`config.mk`:
```
export PLATFORM = sky130hd
export DESIGN_NAME = watchdog_timer_control
export DESIGN_NICKNAME = d
export VERILOG_FILES = /design/src/rtl/watchdog_pkg.sv /design/src/rtl/watchdog_timer_control.sv
export SDC_FILE = /design/constraint.sdc
export NUM_CORES = 1
export LEC_CHECK = 0
export BUFFER_PORTS_ARGS = -buffer_cell sky130_fd_sc_hd__buf_2
export CORE_UTILIZATION = 45
export DETAILED_ROUTE_END_ITERATION = 6
export HOLD_SLACK_MARGIN = 0.08
export PLACE_DENSITY = 0.67
export SYNTH_ARGS = -nofsm -noshare
export SYNTH_HDL_FRONTEND = slang
export SYNTH_SLANG_ARGS = --single-unit
```
`constraint.sdc`:
```
create_clock -name mclk -period 1.85 [get_ports mclk]
set_input_delay 0.185 -clock mclk [delete_from_list [all_inputs] [get_ports mclk]]
set_output_delay 0.185 -clock mclk [all_outputs]
set_load 0.005 [all_outputs]
```
`src/rtl/watchdog_pkg.sv`:
```
package watchdog_pkg;

  // register map, as byte addresses of the 8-bit register port
  localparam logic [7:0] CONFIG_ADDR  = 8'h34;
  localparam logic [7:0] COMMAND_ADDR = 8'h35;

  // field positions of watchdog_config
  localparam int unsigned RAM_TRAP_BIT  = 5;
  localparam int unsigned TRAP_ACT_BIT  = 4;
  localparam int unsigned ENABLE_BIT    = 3;
  localparam int unsigned TIME_SEL_HI   = 2;
  localparam int unsigned TIME_SEL_LO   = 1;
  localparam int unsigned ACTION_BIT    = 0;

  // reset values
  localparam logic       ENABLE_RST    = 1'b1;
  localparam logic [1:0] TIME_SEL_RST  = 2'h0;
  localparam logic       ACTION_RST    = 1'b1;
  localparam logic [1:0] BIN_CNT_RST   = 2'h0;

  // command codes
  localparam logic [7:0] CODE_CLEAR    = 8'h4E;
  localparam logic [7:0] CODE_DISABLE  = 8'hB1;
  localparam logic [7:0] CODE_TRAP     = 8'hD2;

  // divider exponents for a quarter of the detection time, code 00
  localparam int unsigned FAST_QTR_EXP = 23;
  localparam int unsigned SLOW_QTR_EXP = 15;
  localparam int unsigned DIV_WIDTH    = 24;

  // reset pulse: at most 24 fast clock periods
  localparam int unsigned RESET_MAX_FC = 24;

  // decoded write
  typedef struct packed {
    logic       wr_config;
    logic       wr_command;
    logic [7:0] data;
  } reg_write_t;

  // watchdog reset pulse sequencer states
  typedef enum logic [0:0] {
    RST_IDLE  = 1'b0,
    RST_PULSE = 1'b1
  } rst_state_t;

endpackage : watchdog_pkg

```
`src/rtl/watchdog_timer_control.sv`:
```
// What the document asks of this block and of its software
// enable bit comes out of reset set, counting starts at once
// overflow with action bit 1 asserts reset request and drives reset low
// overflow with action bit 0 raises the watchdog interrupt request
// stop, idle and sleep freeze the count; it resumes afterwards
// clear code 4EH clears only the binary counter, not the divider
// software clears within three quarters of the detection time
// two-bit field selects 2^25..2^19 fast or 2^17..2^11 slow periods
// once action bit is 0 it cannot return to 1 until reset
// config register is write only, reads return don't care
// command codes 4EH clear, B1H disable, D2H trap commit; others ignored
// disable code acts only while enable bit already holds 0
// software stops it: master flag off, clear, enable 0, then B1H
// while disabled the binary counter is held cleared
// watchdog interrupt is non-maskable, ignores interrupt master flag
// new watchdog interrupt is taken at once, even while one is serviced
// software sets the stack pointer before choosing interrupt mode
// watchdog reset lasts at most 24 fast clock periods
// software disables or clears before stop, clears again after
// software does not clear the counter from an interrupt routine
// counter advances each quarter detection time; overflow on fourth tick
// divider source bit picks fast chain (0) or slow chain (1); here low-speed mode forces the slow chain whatever the bit
//
// The plain strobed port is this design's own decision.
`timescale 1ns/1ps
`default_nettype none

module watchdog_timer_control
  import watchdog_pkg::*;
#(
  parameter int unsigned DIV_W = DIV_WIDTH
) (
  // clock and reset
  input  wire logic       mclk,
  input  wire logic       nrst,
  // register port
  input  wire logic [7:0] addr,
  input  wire logic [7:0] wdata,
  input  wire logic       wr_stb,
  input  wire logic       rd_stb,
  output logic      [7:0] rdata,
  // timing sources and power modes (from pins or other clock domains)
  input  wire logic       fast_tick,
  input  wire logic       slow_tick,
  input  wire logic       divider_source_select,
  input  wire logic       low_speed_mode,
  input  wire logic       freeze_mode,
  // outputs
  output logic            watchdog_irq,
  output logic            reset_request,
  output logic            reset_pin_n,
  output logic            reset_pin_oe_n,
  output logic            ram_trap_select,
  output logic            trap_action_select,
  output logic            trap_commit
);
  import watchdog_pkg::*;

  // decode of one register write; shared by config and command paths
  function automatic reg_write_t decode_write(input logic [7:0] a,
                                              input logic       s,
                                              input logic [7:0] d);
    reg_write_t w;
    w.wr_config  = s && (a == CONFIG_ADDR);
    w.wr_command = s && (a == COMMAND_ADDR);
    w.data       = d;
    return w;
  endfunction : decode_write

  reg_write_t wr;
  assign wr = decode_write(addr, wr_stb, wdata);

  // two-flop synchronisers for inputs from outside this clock domain
  logic [4:0] sync1_q;
  logic [4:0] sync2_q;
  always_ff @(posedge mclk) begin
    if (!nrst) begin
      sync1_q <= 5'h00;
      sync2_q <= 5'h00;
    end else begin
      sync1_q <= {fast_tick, slow_tick, divider_source_select,
                  low_speed_mode, freeze_mode};
      sync2_q <= sync1_q;
    end
  end

  logic fast_s;
  logic slow_s;
  logic src_s;
  logic lowspd_s;
  logic freeze_s;
  assign {fast_s, slow_s, src_s, lowspd_s, freeze_s} = sync2_q;

  // edge detect on the synchronised clock-source levels
  logic fast_prev_q;
  logic slow_prev_q;
  always_ff @(posedge mclk) begin
    if (!nrst) begin
      fast_prev_q <= 1'b0;
      slow_prev_q <= 1'b0;
    end else begin
      fast_prev_q <= fast_s;
      slow_prev_q <= slow_s;
    end
  end

  logic fast_rise;
  logic slow_rise;
  assign fast_rise = fast_s && !fast_prev_q;
  assign slow_rise = slow_s && !slow_prev_q;

  // source: slow chain in low-speed mode or when selected
  logic use_slow;
  logic src_rise;
  assign use_slow = lowspd_s || src_s;
  assign src_rise = use_slow ? slow_rise : fast_rise;

  // configuration register (write only)
  logic       enable_q;
  logic [1:0] time_sel_q;
  logic       action_q;
  logic       ram_trap_q;
  logic       trap_act_q;
  always_ff @(posedge mclk) begin
    if (!nrst) begin
      enable_q   <= ENABLE_RST;
      time_sel_q <= TIME_SEL_RST;
      action_q   <= ACTION_RST;
      ram_trap_q <= 1'b0;
      trap_act_q <= 1'b1;
    end else if (wr.wr_config) begin
      enable_q   <= wr.data[ENABLE_BIT];
      time_sel_q <= wr.data[TIME_SEL_HI:TIME_SEL_LO];
      // once cleared, the action bit sticks at interrupt
      action_q   <= action_q & wr.data[ACTION_BIT];
      ram_trap_q <= wr.data[RAM_TRAP_BIT];
      trap_act_q <= wr.data[TRAP_ACT_BIT];
    end
  end

  // command decode
  logic cmd_clear;
  logic cmd_disable;
  logic cmd_trap;
  assign cmd_clear   = wr.wr_command && (wr.data == CODE_CLEAR);
  assign cmd_disable = wr.wr_command && (wr.data == CODE_DISABLE)
                       && !enable_q;
  assign cmd_trap    = wr.wr_command && (wr.data == CODE_TRAP);

  // running state: enable bit alone cannot stop it; disable code must follow
  logic running_q;
  always_ff @(posedge mclk) begin
    if (!nrst) begin
      running_q <= 1'b1;
    end else if (cmd_disable) begin
      running_q <= 1'b0;
    end else if (wr.wr_config && wr.data[ENABLE_BIT]) begin
      running_q <= 1'b1;
    end
  end

  // free-running divider; never cleared by the clear code
  logic [DIV_W-1:0] div_q;
  always_ff @(posedge mclk) begin
    if (!nrst) begin
      div_q <= '0;
    end else if (src_rise && !freeze_s) begin
      div_q <= div_q + DIV_W'(1);
    end
  end

  // quarter-period tap: exponent shrinks by two per code step
  function automatic int unsigned tap_index(input logic [1:0] sel,
                                            input logic       slow);
    int unsigned base;
    base = slow ? SLOW_QTR_EXP : FAST_QTR_EXP;
    return base - 2 * int'(sel) - 1;
  endfunction : tap_index

  logic tap_q;
  logic tap_now;
  assign tap_now = div_q[tap_index(time_sel_q, use_slow)];
  always_ff @(posedge mclk) begin
    if (!nrst) begin
      tap_q <= 1'b0;
    end else begin
      tap_q <= tap_now;
    end
  end

  // quarter tick on the falling edge of the selected tap
  logic qtick;
  assign qtick = tap_q && !tap_now && !freeze_s;

  // two-stage binary counter; overflow on the fourth quarter tick
  logic [1:0] bin_q;
  logic       overflow;
  // a clear in the same cycle wins over the tick, so no overflow either
  assign overflow = running_q && qtick && !cmd_clear
                    && (bin_q == 2'h3);
  always_ff @(posedge mclk) begin
    if (!nrst) begin
      bin_q <= BIN_CNT_RST;
    end else if (!running_q || cmd_clear) begin
      bin_q <= BIN_CNT_RST;
    end else if (qtick) begin
      bin_q <= bin_q + 2'h1;
    end
  end

  // interrupt: a one-cycle pulse per overflow, never gated by any mask
  always_ff @(posedge mclk) begin
    if (!nrst) begin
      watchdog_irq <= 1'b0;
    end else begin
      watchdog_irq <= overflow && !action_q;
    end
  end

  // reset pulse in mclk cycles; mclk never runs slower than the fast clock
  localparam int unsigned RST_CYC = RESET_MAX_FC;
  rst_state_t       rst_state_q;
  logic       [4:0] rst_cnt_q;
  always_ff @(posedge mclk) begin
    if (!nrst) begin
      rst_state_q <= RST_IDLE;
      rst_cnt_q   <= 5'h00;
    end else begin
      unique case (rst_state_q)
        RST_IDLE: begin
          if (overflow && action_q) begin
            rst_state_q <= RST_PULSE;
            rst_cnt_q   <= 5'(RST_CYC - 1);
          end
        end
        RST_PULSE: begin
          if (rst_cnt_q == 5'h00) begin
            rst_state_q <= RST_IDLE;
          end else begin
            rst_cnt_q <= rst_cnt_q - 5'h01;
          end
        end
      endcase
    end
  end

  // reset pin is driven low only during the pulse (open drain)
  assign reset_request  = (rst_state_q == RST_PULSE);
  assign reset_pin_n    = 1'b0;
  assign reset_pin_oe_n = !reset_request;

  // address-trap settings are handed on to the trap logic
  assign ram_trap_select    = ram_trap_q;
  assign trap_action_select = trap_act_q;
  always_ff @(posedge mclk) begin
    if (!nrst) begin
      trap_commit <= 1'b0;
    end else begin
      trap_commit <= cmd_trap;
    end
  end

  // both registers are write only; read data is zero
  always_ff @(posedge mclk) begin
    if (!nrst) begin
      rdata <= 8'h00;
    end else begin
      rdata <= 8'h00;
    end
  end

  // checks
  AST_R2_PULSE: assert property (@(posedge mclk) disable iff (!nrst)
    (overflow && action_q) |=> reset_request && !reset_pin_oe_n)
    else $error("reset did not start after overflow");
  AST_R3_IRQ: assert property (@(posedge mclk) disable iff (!nrst)
    (overflow && !action_q) |=> watchdog_irq && !reset_request)
    else $error("interrupt missing after overflow");
  AST_R8_STICKY: assert property (@(posedge mclk) disable iff (!nrst)
    !action_q |=> !action_q)
    else $error("action bit returned to reset");
  AST_R11_IGNORE: assert property (@(posedge mclk) disable iff (!nrst)
    (wr.wr_command && wr.data == CODE_DISABLE && enable_q && running_q)
    |=> running_q)
    else $error("disable code acted while enabled");
  AST_R13_HELD: assert property (@(posedge mclk) disable iff (!nrst)
    !running_q |=> bin_q == 2'h0)
    else $error("counter moved while disabled");
  AST_R5_CLEAR: assert property (@(posedge mclk) disable iff (!nrst)
    cmd_clear |=> bin_q == 2'h0
    && (div_q == $past(div_q) || div_q == $past(div_q) + DIV_W'(1)))
    else $error("clear code touched more than the counter");
  AST_R4_FREEZE: assert property (@(posedge mclk) disable iff (!nrst)
    (freeze_s && !cmd_clear && running_q) |=> $stable(bin_q))
    else $error("counter moved while frozen");
  AST_R17_LEN: assert property (@(posedge mclk) disable iff (!nrst)
    $rose(reset_request) |-> ##24 !reset_request)
    else $error("reset pulse too long");
  AST_R1_START: assert property (@(posedge mclk)
    !nrst |=> running_q && enable_q && action_q)
    else $error("not enabled after reset");

  // the disable code with the enable bit already low must stop counting
  AST_R11_DISABLE: assert property (@(posedge mclk) disable iff (!nrst)
    (wr.wr_command && wr.data == CODE_DISABLE && !enable_q) |=> !running_q)
    else $error("disable code ignored while enable bit low");

  // divider stands still while frozen, so its phase resumes intact
  AST_R4_DIV: assert property (@(posedge mclk) disable iff (!nrst)
    freeze_s |=> $stable(div_q))
    else $error("divider moved while frozen");

  // every quarter tick while running and not cleared moves the counter by exactly one
  AST_R20_STEP: assert property (@(posedge mclk) disable iff (!nrst)
    (running_q && qtick && !cmd_clear)
    |=> bin_q == $past(bin_q) + 2'h1)
    else $error("counter did not step on a quarter tick");

  // one overflow gives one interrupt cycle, never a held level
  AST_R15_PULSE: assert property (@(posedge mclk) disable iff (!nrst)
    watchdog_irq |=> !watchdog_irq)
    else $error("interrupt held longer than one cycle");

  // pin stays driven low until the pulse counter has run out
  AST_R17_HOLD: assert property (@(posedge mclk) disable iff (!nrst)
    (reset_request && rst_cnt_q != 5'h00) |=> reset_request)
    else $error("reset pulse ended early");

  // only the trap code pulses the commit line; codes other than clear keep the count
  AST_R10_TRAP: assert property (@(posedge mclk) disable iff (!nrst)
    (wr_stb && addr == COMMAND_ADDR && wdata == CODE_TRAP) |=> trap_commit)
    else $error("trap commit missing");
  AST_R10_OTHER: assert property (@(posedge mclk) disable iff (!nrst)
    !(wr_stb && addr == COMMAND_ADDR && wdata == CODE_TRAP) |=> !trap_commit)
    else $error("trap commit without its code");
  AST_R10_KEEP: assert property (@(posedge mclk) disable iff (!nrst)
    (wr.wr_command && wr.data != CODE_CLEAR && running_q && !qtick)
    |=> $stable(bin_q))
    else $error("command other than clear moved the counter");

  // reads of the write-only places see zero in the following cycle
  AST_R9_READ: assert property (@(posedge mclk) disable iff (!nrst)
    rd_stb |=> rdata == 8'h00)
    else $error("read data not zero");

endmodule : watchdog_timer_control

`default_nettype wire

```
==> metrics.cfg, run 1 <==
[global_route]
grt_max_degree = 27
gr-usage-all-layers_pct = 16.18
grt_pass1_wl_um = 6837
grt_pass1_vias = 1615
grt_antenna_before_repair = 0
grt_overflow = 0

[finish]
layout_common_cells = dfxtp_1, nor2_1, buf_2
area_delta_synth_final_pct = 16.01
drive_above_1_share_pct = 20.42
layout.nets = 317
nFillCells = 481
antennaDiodeCount = 0
multi_input_area_mm2 = 0.001201
seq_area_mm2 = 0.001064
fin_area_mm2 = 0.002756
final_common_cell = dfxtp_1

[yosys]
synth_warnings = 0
synth_edf_count = 0
ys_ff_latch = 53
syn_area_mm2 = 0.002376
async_flop_share_pct = 0
ys_seq_area_share_pct = 44.66
synth_cell_types = 46
yosysTopAreaCellShare_pct = 44.66
synth.avg_cell_area_um2 = 9.620
synth_area_leaders = dfxtp_1, xor2_1, nor2_1
synthCells = 247
synth_area_leader_cell = dfxtp_1
ys.flop_type = dfxtp_1

[placed_design]
port_buffers = 29
hpwl_um = 2981
placed_area_mm2 = 0.002609
gp_congestion = 0.7687

[die]
rows = 26
die_x_um = 74.67
ios = 40
start_util_pct = 46.52
die_area_mm2 = 0.005575
fp.dieH_um = 74.67
core-area_mm2 = 0.005107

[pwr]
power_density_mw_per_mm2 = 704.5
leakage_nw = 1.103
peakVddDrop_v = 0.0004428

[sta]
fin_crit_ps = 1789
setup_viol = 0
slew_viol_final = 0
whs_ps = 105.0
hold_violations = 0
rsz0062_at_grt = yes
setup_tns_ps = 0
fmax_mhz = 558.9
skew_ps = 7.243
post-route-period-util_pct = 96.71

[cts]
cts_root_buf = clkbuf_8
cts_htree_levels = 2
cts_buffers = 5
tritoncts = built
clock_latency_ps = 310
cts.sinks = 53
cts_buffer_depth = 2
cts.clk_slew.worst_paths_ps = 100

[setup_path]
cp-end-kind = register
worst-endpoint-arrival_ps = 2040
crit_fanout = 7
start_kind = register
cp.required_ps = 2100
crit_type = register to register

[run_status]
status = complete, no violations

[detailed_routing]
post_drt_via_cell_ratio = 4.967
routed_wl_um = 4258
drtIter0Drc = 44
vias = 1783
drtPass1Iterations = 6
post-route-drc-count = 0
wl_per_cell_um = 11.86
ant_nets = 0

[flow_run]
drv_cap = 0

[worst_hold_path]
hold_path_class = primary input to register

## registers in the layout (all words and copies together) (netlist names)
register            flops
action_q                1
bin_q                   2
div_q                  23
enable_q                1
fast_prev_q             1
ram_trap_select         1
reset_request           1
rst_cnt_q               5
running_q               1
slow_prev_q             1
sync1_q                 5
sync2_q                 5
tap_q                   1
time_sel_q              2
trap_action_select      1
trap_commit             1
watchdog_irq            1
## metal layers
layer	wire length (um)	share of wire [%]	track usage, %	up-vias
met3	126	3.0	3.748	8
met5	0	0	0	-
met4	57	1.3	6.289	0
li1	-	-	-	919
met1	2057	48	20.66	828
met2	2018	47	26.63	28
## logic make-up (layout without fill, tap and decap cells)
| logic type | count (synthesis) | count (layout) | share of synthesized area, % |
|---|---|---|---|
| and+or+nand+nor | 113 | 113 | 28.28 |
| DFF | 53 | 53 | 44.66 |
| buffers and inverters | 25 | 59 | 6.056 |
| xor gates and xnor gates | 23 | 23 | 8.478 |
| AOI/OAI and AO/OA | 17 | 17 | 5.108 |
| muxes | 11 | 11 | 5.161 |
| adders and majority gates | 4 | 4 | 2.106 |
| other | 1 | 9 | 0.1578 |
## cell usage after synthesis, drive strengths merged (2+ instances only)
master and count:
a21oi 4, and2 15, and3 6, and4 5, and4bb 2, buf 13, clkbuf 5, dfxtp 53
ha 4, inv 7, mux2i 10, nand2 14, nand3 9, nand4 9, nand4b 2, nor2 33
nor3 3, nor4b 3, nor4bb 3, o21ai 4, o31ai 3, or4 2, xnor2 4, xor2 19
## per-stage QoR
| step | worst slack [ps] | power (mW) | std cells | utilization, % |
|---|---|---|---|---|
| finish | 60.85 | 1.942 | 359 | 53.97 |
| CTS | 41.30 | 1.966 | 359 | 53.92 |
| global route | -6.351 | 2.028 | 359 | 53.97 |
| floorplan | 197.4 | 1.250 | 255 | - |
| detailed placement | 88.54 | 1.278 | 346 | 51.08 |
| global placement | 113.2 | 1.276 | 346 | 51.08 |
## critical path, stage by stage (launching register included)
cell	delay, ps
dfxtp_1	310
or4b_1	530
o21ai_2	160
nand3_2	150
or4_1	420
a21oi_1	160
## layout make-up
type                       instances  share of cell area, %
clock buffer                       5                  2.497
sequential                        53                  38.58
inverter                           7                 0.9532
clock inverter                     3                 0.9532
multi-input combinational        177                  43.58
timing repair buffer              44                  10.26
tap                               70                  3.177
## where the power goes
part           total, mW  internal, mW  switching (mW)
logic             0.0982        0.0476          0.0506
clock network      0.684         0.277           0.407
registers           1.16          1.15         0.00679
## worst paths after layout
kind               start         end  slack [ps]  depth (start not counted)
max          fast_prev_q   div_q[22]          60                          5
min reg2reg   sync1_q[0]  sync2_q[0]         440                          1
max reg2reg  fast_prev_q   div_q[22]          60                          5
min             wdata[5]   running_q         110                          2
## repair_timing
action,CTS,global route
setup endpoints to repair,0,4
buffers inserted,0,0
endpoints found under the hold margin,5,0
hold buffers,5,0
resized for setup,0,2
Power figures use the tool's default switching activity.
==> run 2: changes to the inputs <==
- CORE_UTILIZATION: 45 -> 25
- PLACE_DENSITY: 0.67 -> 0.43
==> run 2 against run 1 <==
Compared with the run above:
- maximum frequency up 2.4%
- clock skew grew 2.4 ps
- via count down 1.2%
- wire length grew 7.7%
- sequential power about the same
- clock-buffer cell count is the same
- register-to-register slack improved by 40 ps
- sequential cell count unchanged
- final cell count rose by 16%
- first-iteration DRC count is 30% lower
- critical path depth stayed put
- hold slack lost 2.6 ps
- critical endpoint unchanged
- largest cell class unchanged
==> metrics.cfg, run 2 (synthesis gave the netlist of run 1 again) <==
[finish]
drive_above_1_share_pct = 19.79  ; -0.62 points
layout.nets = 316  ; -0.32%
largest-register = div_q
largest_reg_flops = 23  ; unchanged
seq_area_mm2 = 0.001062  ; -0.12%
final_common_cell = dfxtp_1
multi_input_area_mm2 = 0.001201  ; unchanged
area_delta_synth_final_pct = 18.48
nFillCells = 982  ; +100%
antennaDiodeCount = 0  ; unchanged
layout_common_cells = dfxtp_1, nor2_1, buf_2

[die]
fp.dieH_um = 99.49  ; +33%
start_util_pct = 25.71  ; -21 points
die_area_mm2 = 0.009898  ; +78%
rows = 35  ; +35%
ios = 40  ; unchanged
core-area_mm2 = 0.009240  ; +81%
die_x_um = 99.49  ; +33%

[placed_design]
port_buffers = 29  ; unchanged
hpwl_um = 3252  ; +9.1%
gp_congestion = 0.7099  ; -7.6%

[setup_path]
cp-end-kind = register
cp.required_ps = 2100  ; about the same
worst-path-buf-inv = 0  ; unchanged
critical_path.cell_chain = or4b_1, o21ai_2, nand3_2, or4_1, a21oi_1
cpPeakStageDelay_ps = 530  ; about the same
start_kind = register
crit_fanout = 7  ; unchanged
path_depth = 5  ; unchanged
r2r_cells = 5  ; unchanged
cp_top_family = simple AND/OR/NAND/NOR gates
worst-endpoint-arrival_ps = 2000  ; -40 ps
cpMaxStageDelayCell = or4b_1
crit_type = register to register

[detailed_routing]
routed_wl_um = 4587  ; +7.7%
ant_nets = 0  ; unchanged
vias = 1762  ; -1.2%
post_drt_via_cell_ratio = 4.225  ; -15%
post-route-drc-count = 0  ; unchanged
drtIter0Drc = 31  ; -30%
wl_per_cell_um = 11.00  ; -7.3%
drtPass1Iterations = 4  ; -2

[sta]
setup_tns_ps = 0  ; unchanged
slew_viol_final = 0  ; unchanged
fmax_mhz = 572.2  ; +2.4%
hold_violations = 0  ; unchanged
setup_viol = 0  ; unchanged
post-route-period-util_pct = 94.46  ; -2.2 points
rsz0062_at_grt = no
skew_ps = 9.645  ; +2.402 ps
fin_crit_ps = 1748  ; -41.61 ps

[worst_hold_path]
hold_path_class = primary input to register
whs_path_depth = 2  ; unchanged

[cts]
cts_htree_levels = 2  ; unchanged
cts_buffer_depth = 2  ; unchanged
cts.clk_slew.worst_paths_ps = 110  ; about the same
cts_buffers = 5  ; unchanged
cts.sinks = 53  ; unchanged
clock_latency_ps = 310  ; about the same
cts_root_buf = clkbuf_8
tritoncts = built

[pwr]
power_density_mw_per_mm2 = 701.4  ; -0.44%
power_mw = 1.975  ; +1.7%
peakVddDrop_v = 0.0003699  ; -16%
leakage_nw = 1.094  ; -0.83%

[flow_run]
drv_cap = 0  ; unchanged

[global_route]
grt_overflow = 0  ; unchanged
grt_antenna_before_repair = 0  ; unchanged
grt_pass1_vias = 1573  ; -2.6%
gr-usage-all-layers_pct = 9.553  ; -6.6 points
grt_max_degree = 27  ; unchanged
grt_pass1_wl_um = 7438  ; +8.8%

[run_status]
status = complete, no violations

-- run 2: worst paths after layout --
check	start	endpoint	slack, ps
worst min-delay path	wdata[5]	running_q	100
worst min register to register	sync1_q[0]	sync2_q[0]	440
worst max register to register	fast_prev_q	div_q[22]	100
worst max-delay path	fast_prev_q	div_q[22]	100
-- run 2: through the flow --
step	utilization, %	instance area (um^2)	setup slack [ps]	cells	hold slack (ps)
finish	30.47	2815	102.5	417	102.4
global route	30.47	2815	12.37	417	93.70
CTS	30.41	2810	60.72	417	91.66
detailed placement	28.82	2663	85.37	404	395.2
global placement	28.82	2663	99.50	404	389.6
floorplan	-	2406	197.4	255	300.4
-- run 2: area by class of cell --
class	count	share of cell area (%)
Clock buffer	5	2.444
Multi-Input combinational cell	177	42.67
Clock inverter	3	1.022
Tap cell	129	5.733
Inverter	7	0.9333
Sequential cell	53	37.73
Timing Repair Buffer	43	9.467
-- run 2: power breakdown --
part,switching [mW],internal [mW]
sequential,0.00647,1.15
combinational,0.0520,0.0454
clock,0.433,0.284
total,0.491,1.48
-- run 2: routing by layer --
layer / GRT usage [%] / vias up / routed length (um)
li1: - / 914 / -
met1: 12.60 / 815 / 2334
met2: 15.38 / 28 / 2100
met3: 2.108 / 5 / 108
met4: 3.394 / 0 / 43
met5: 0 / - / 0
-- run 2: timing repair --
item / CTS / global route
hold buffers: 5 / 0
endpoints found under the hold margin: 5 / 0
setup buffers: 0 / 0
setup endpoints to repair: 0 / 2
gates resized for setup: 0 / 2
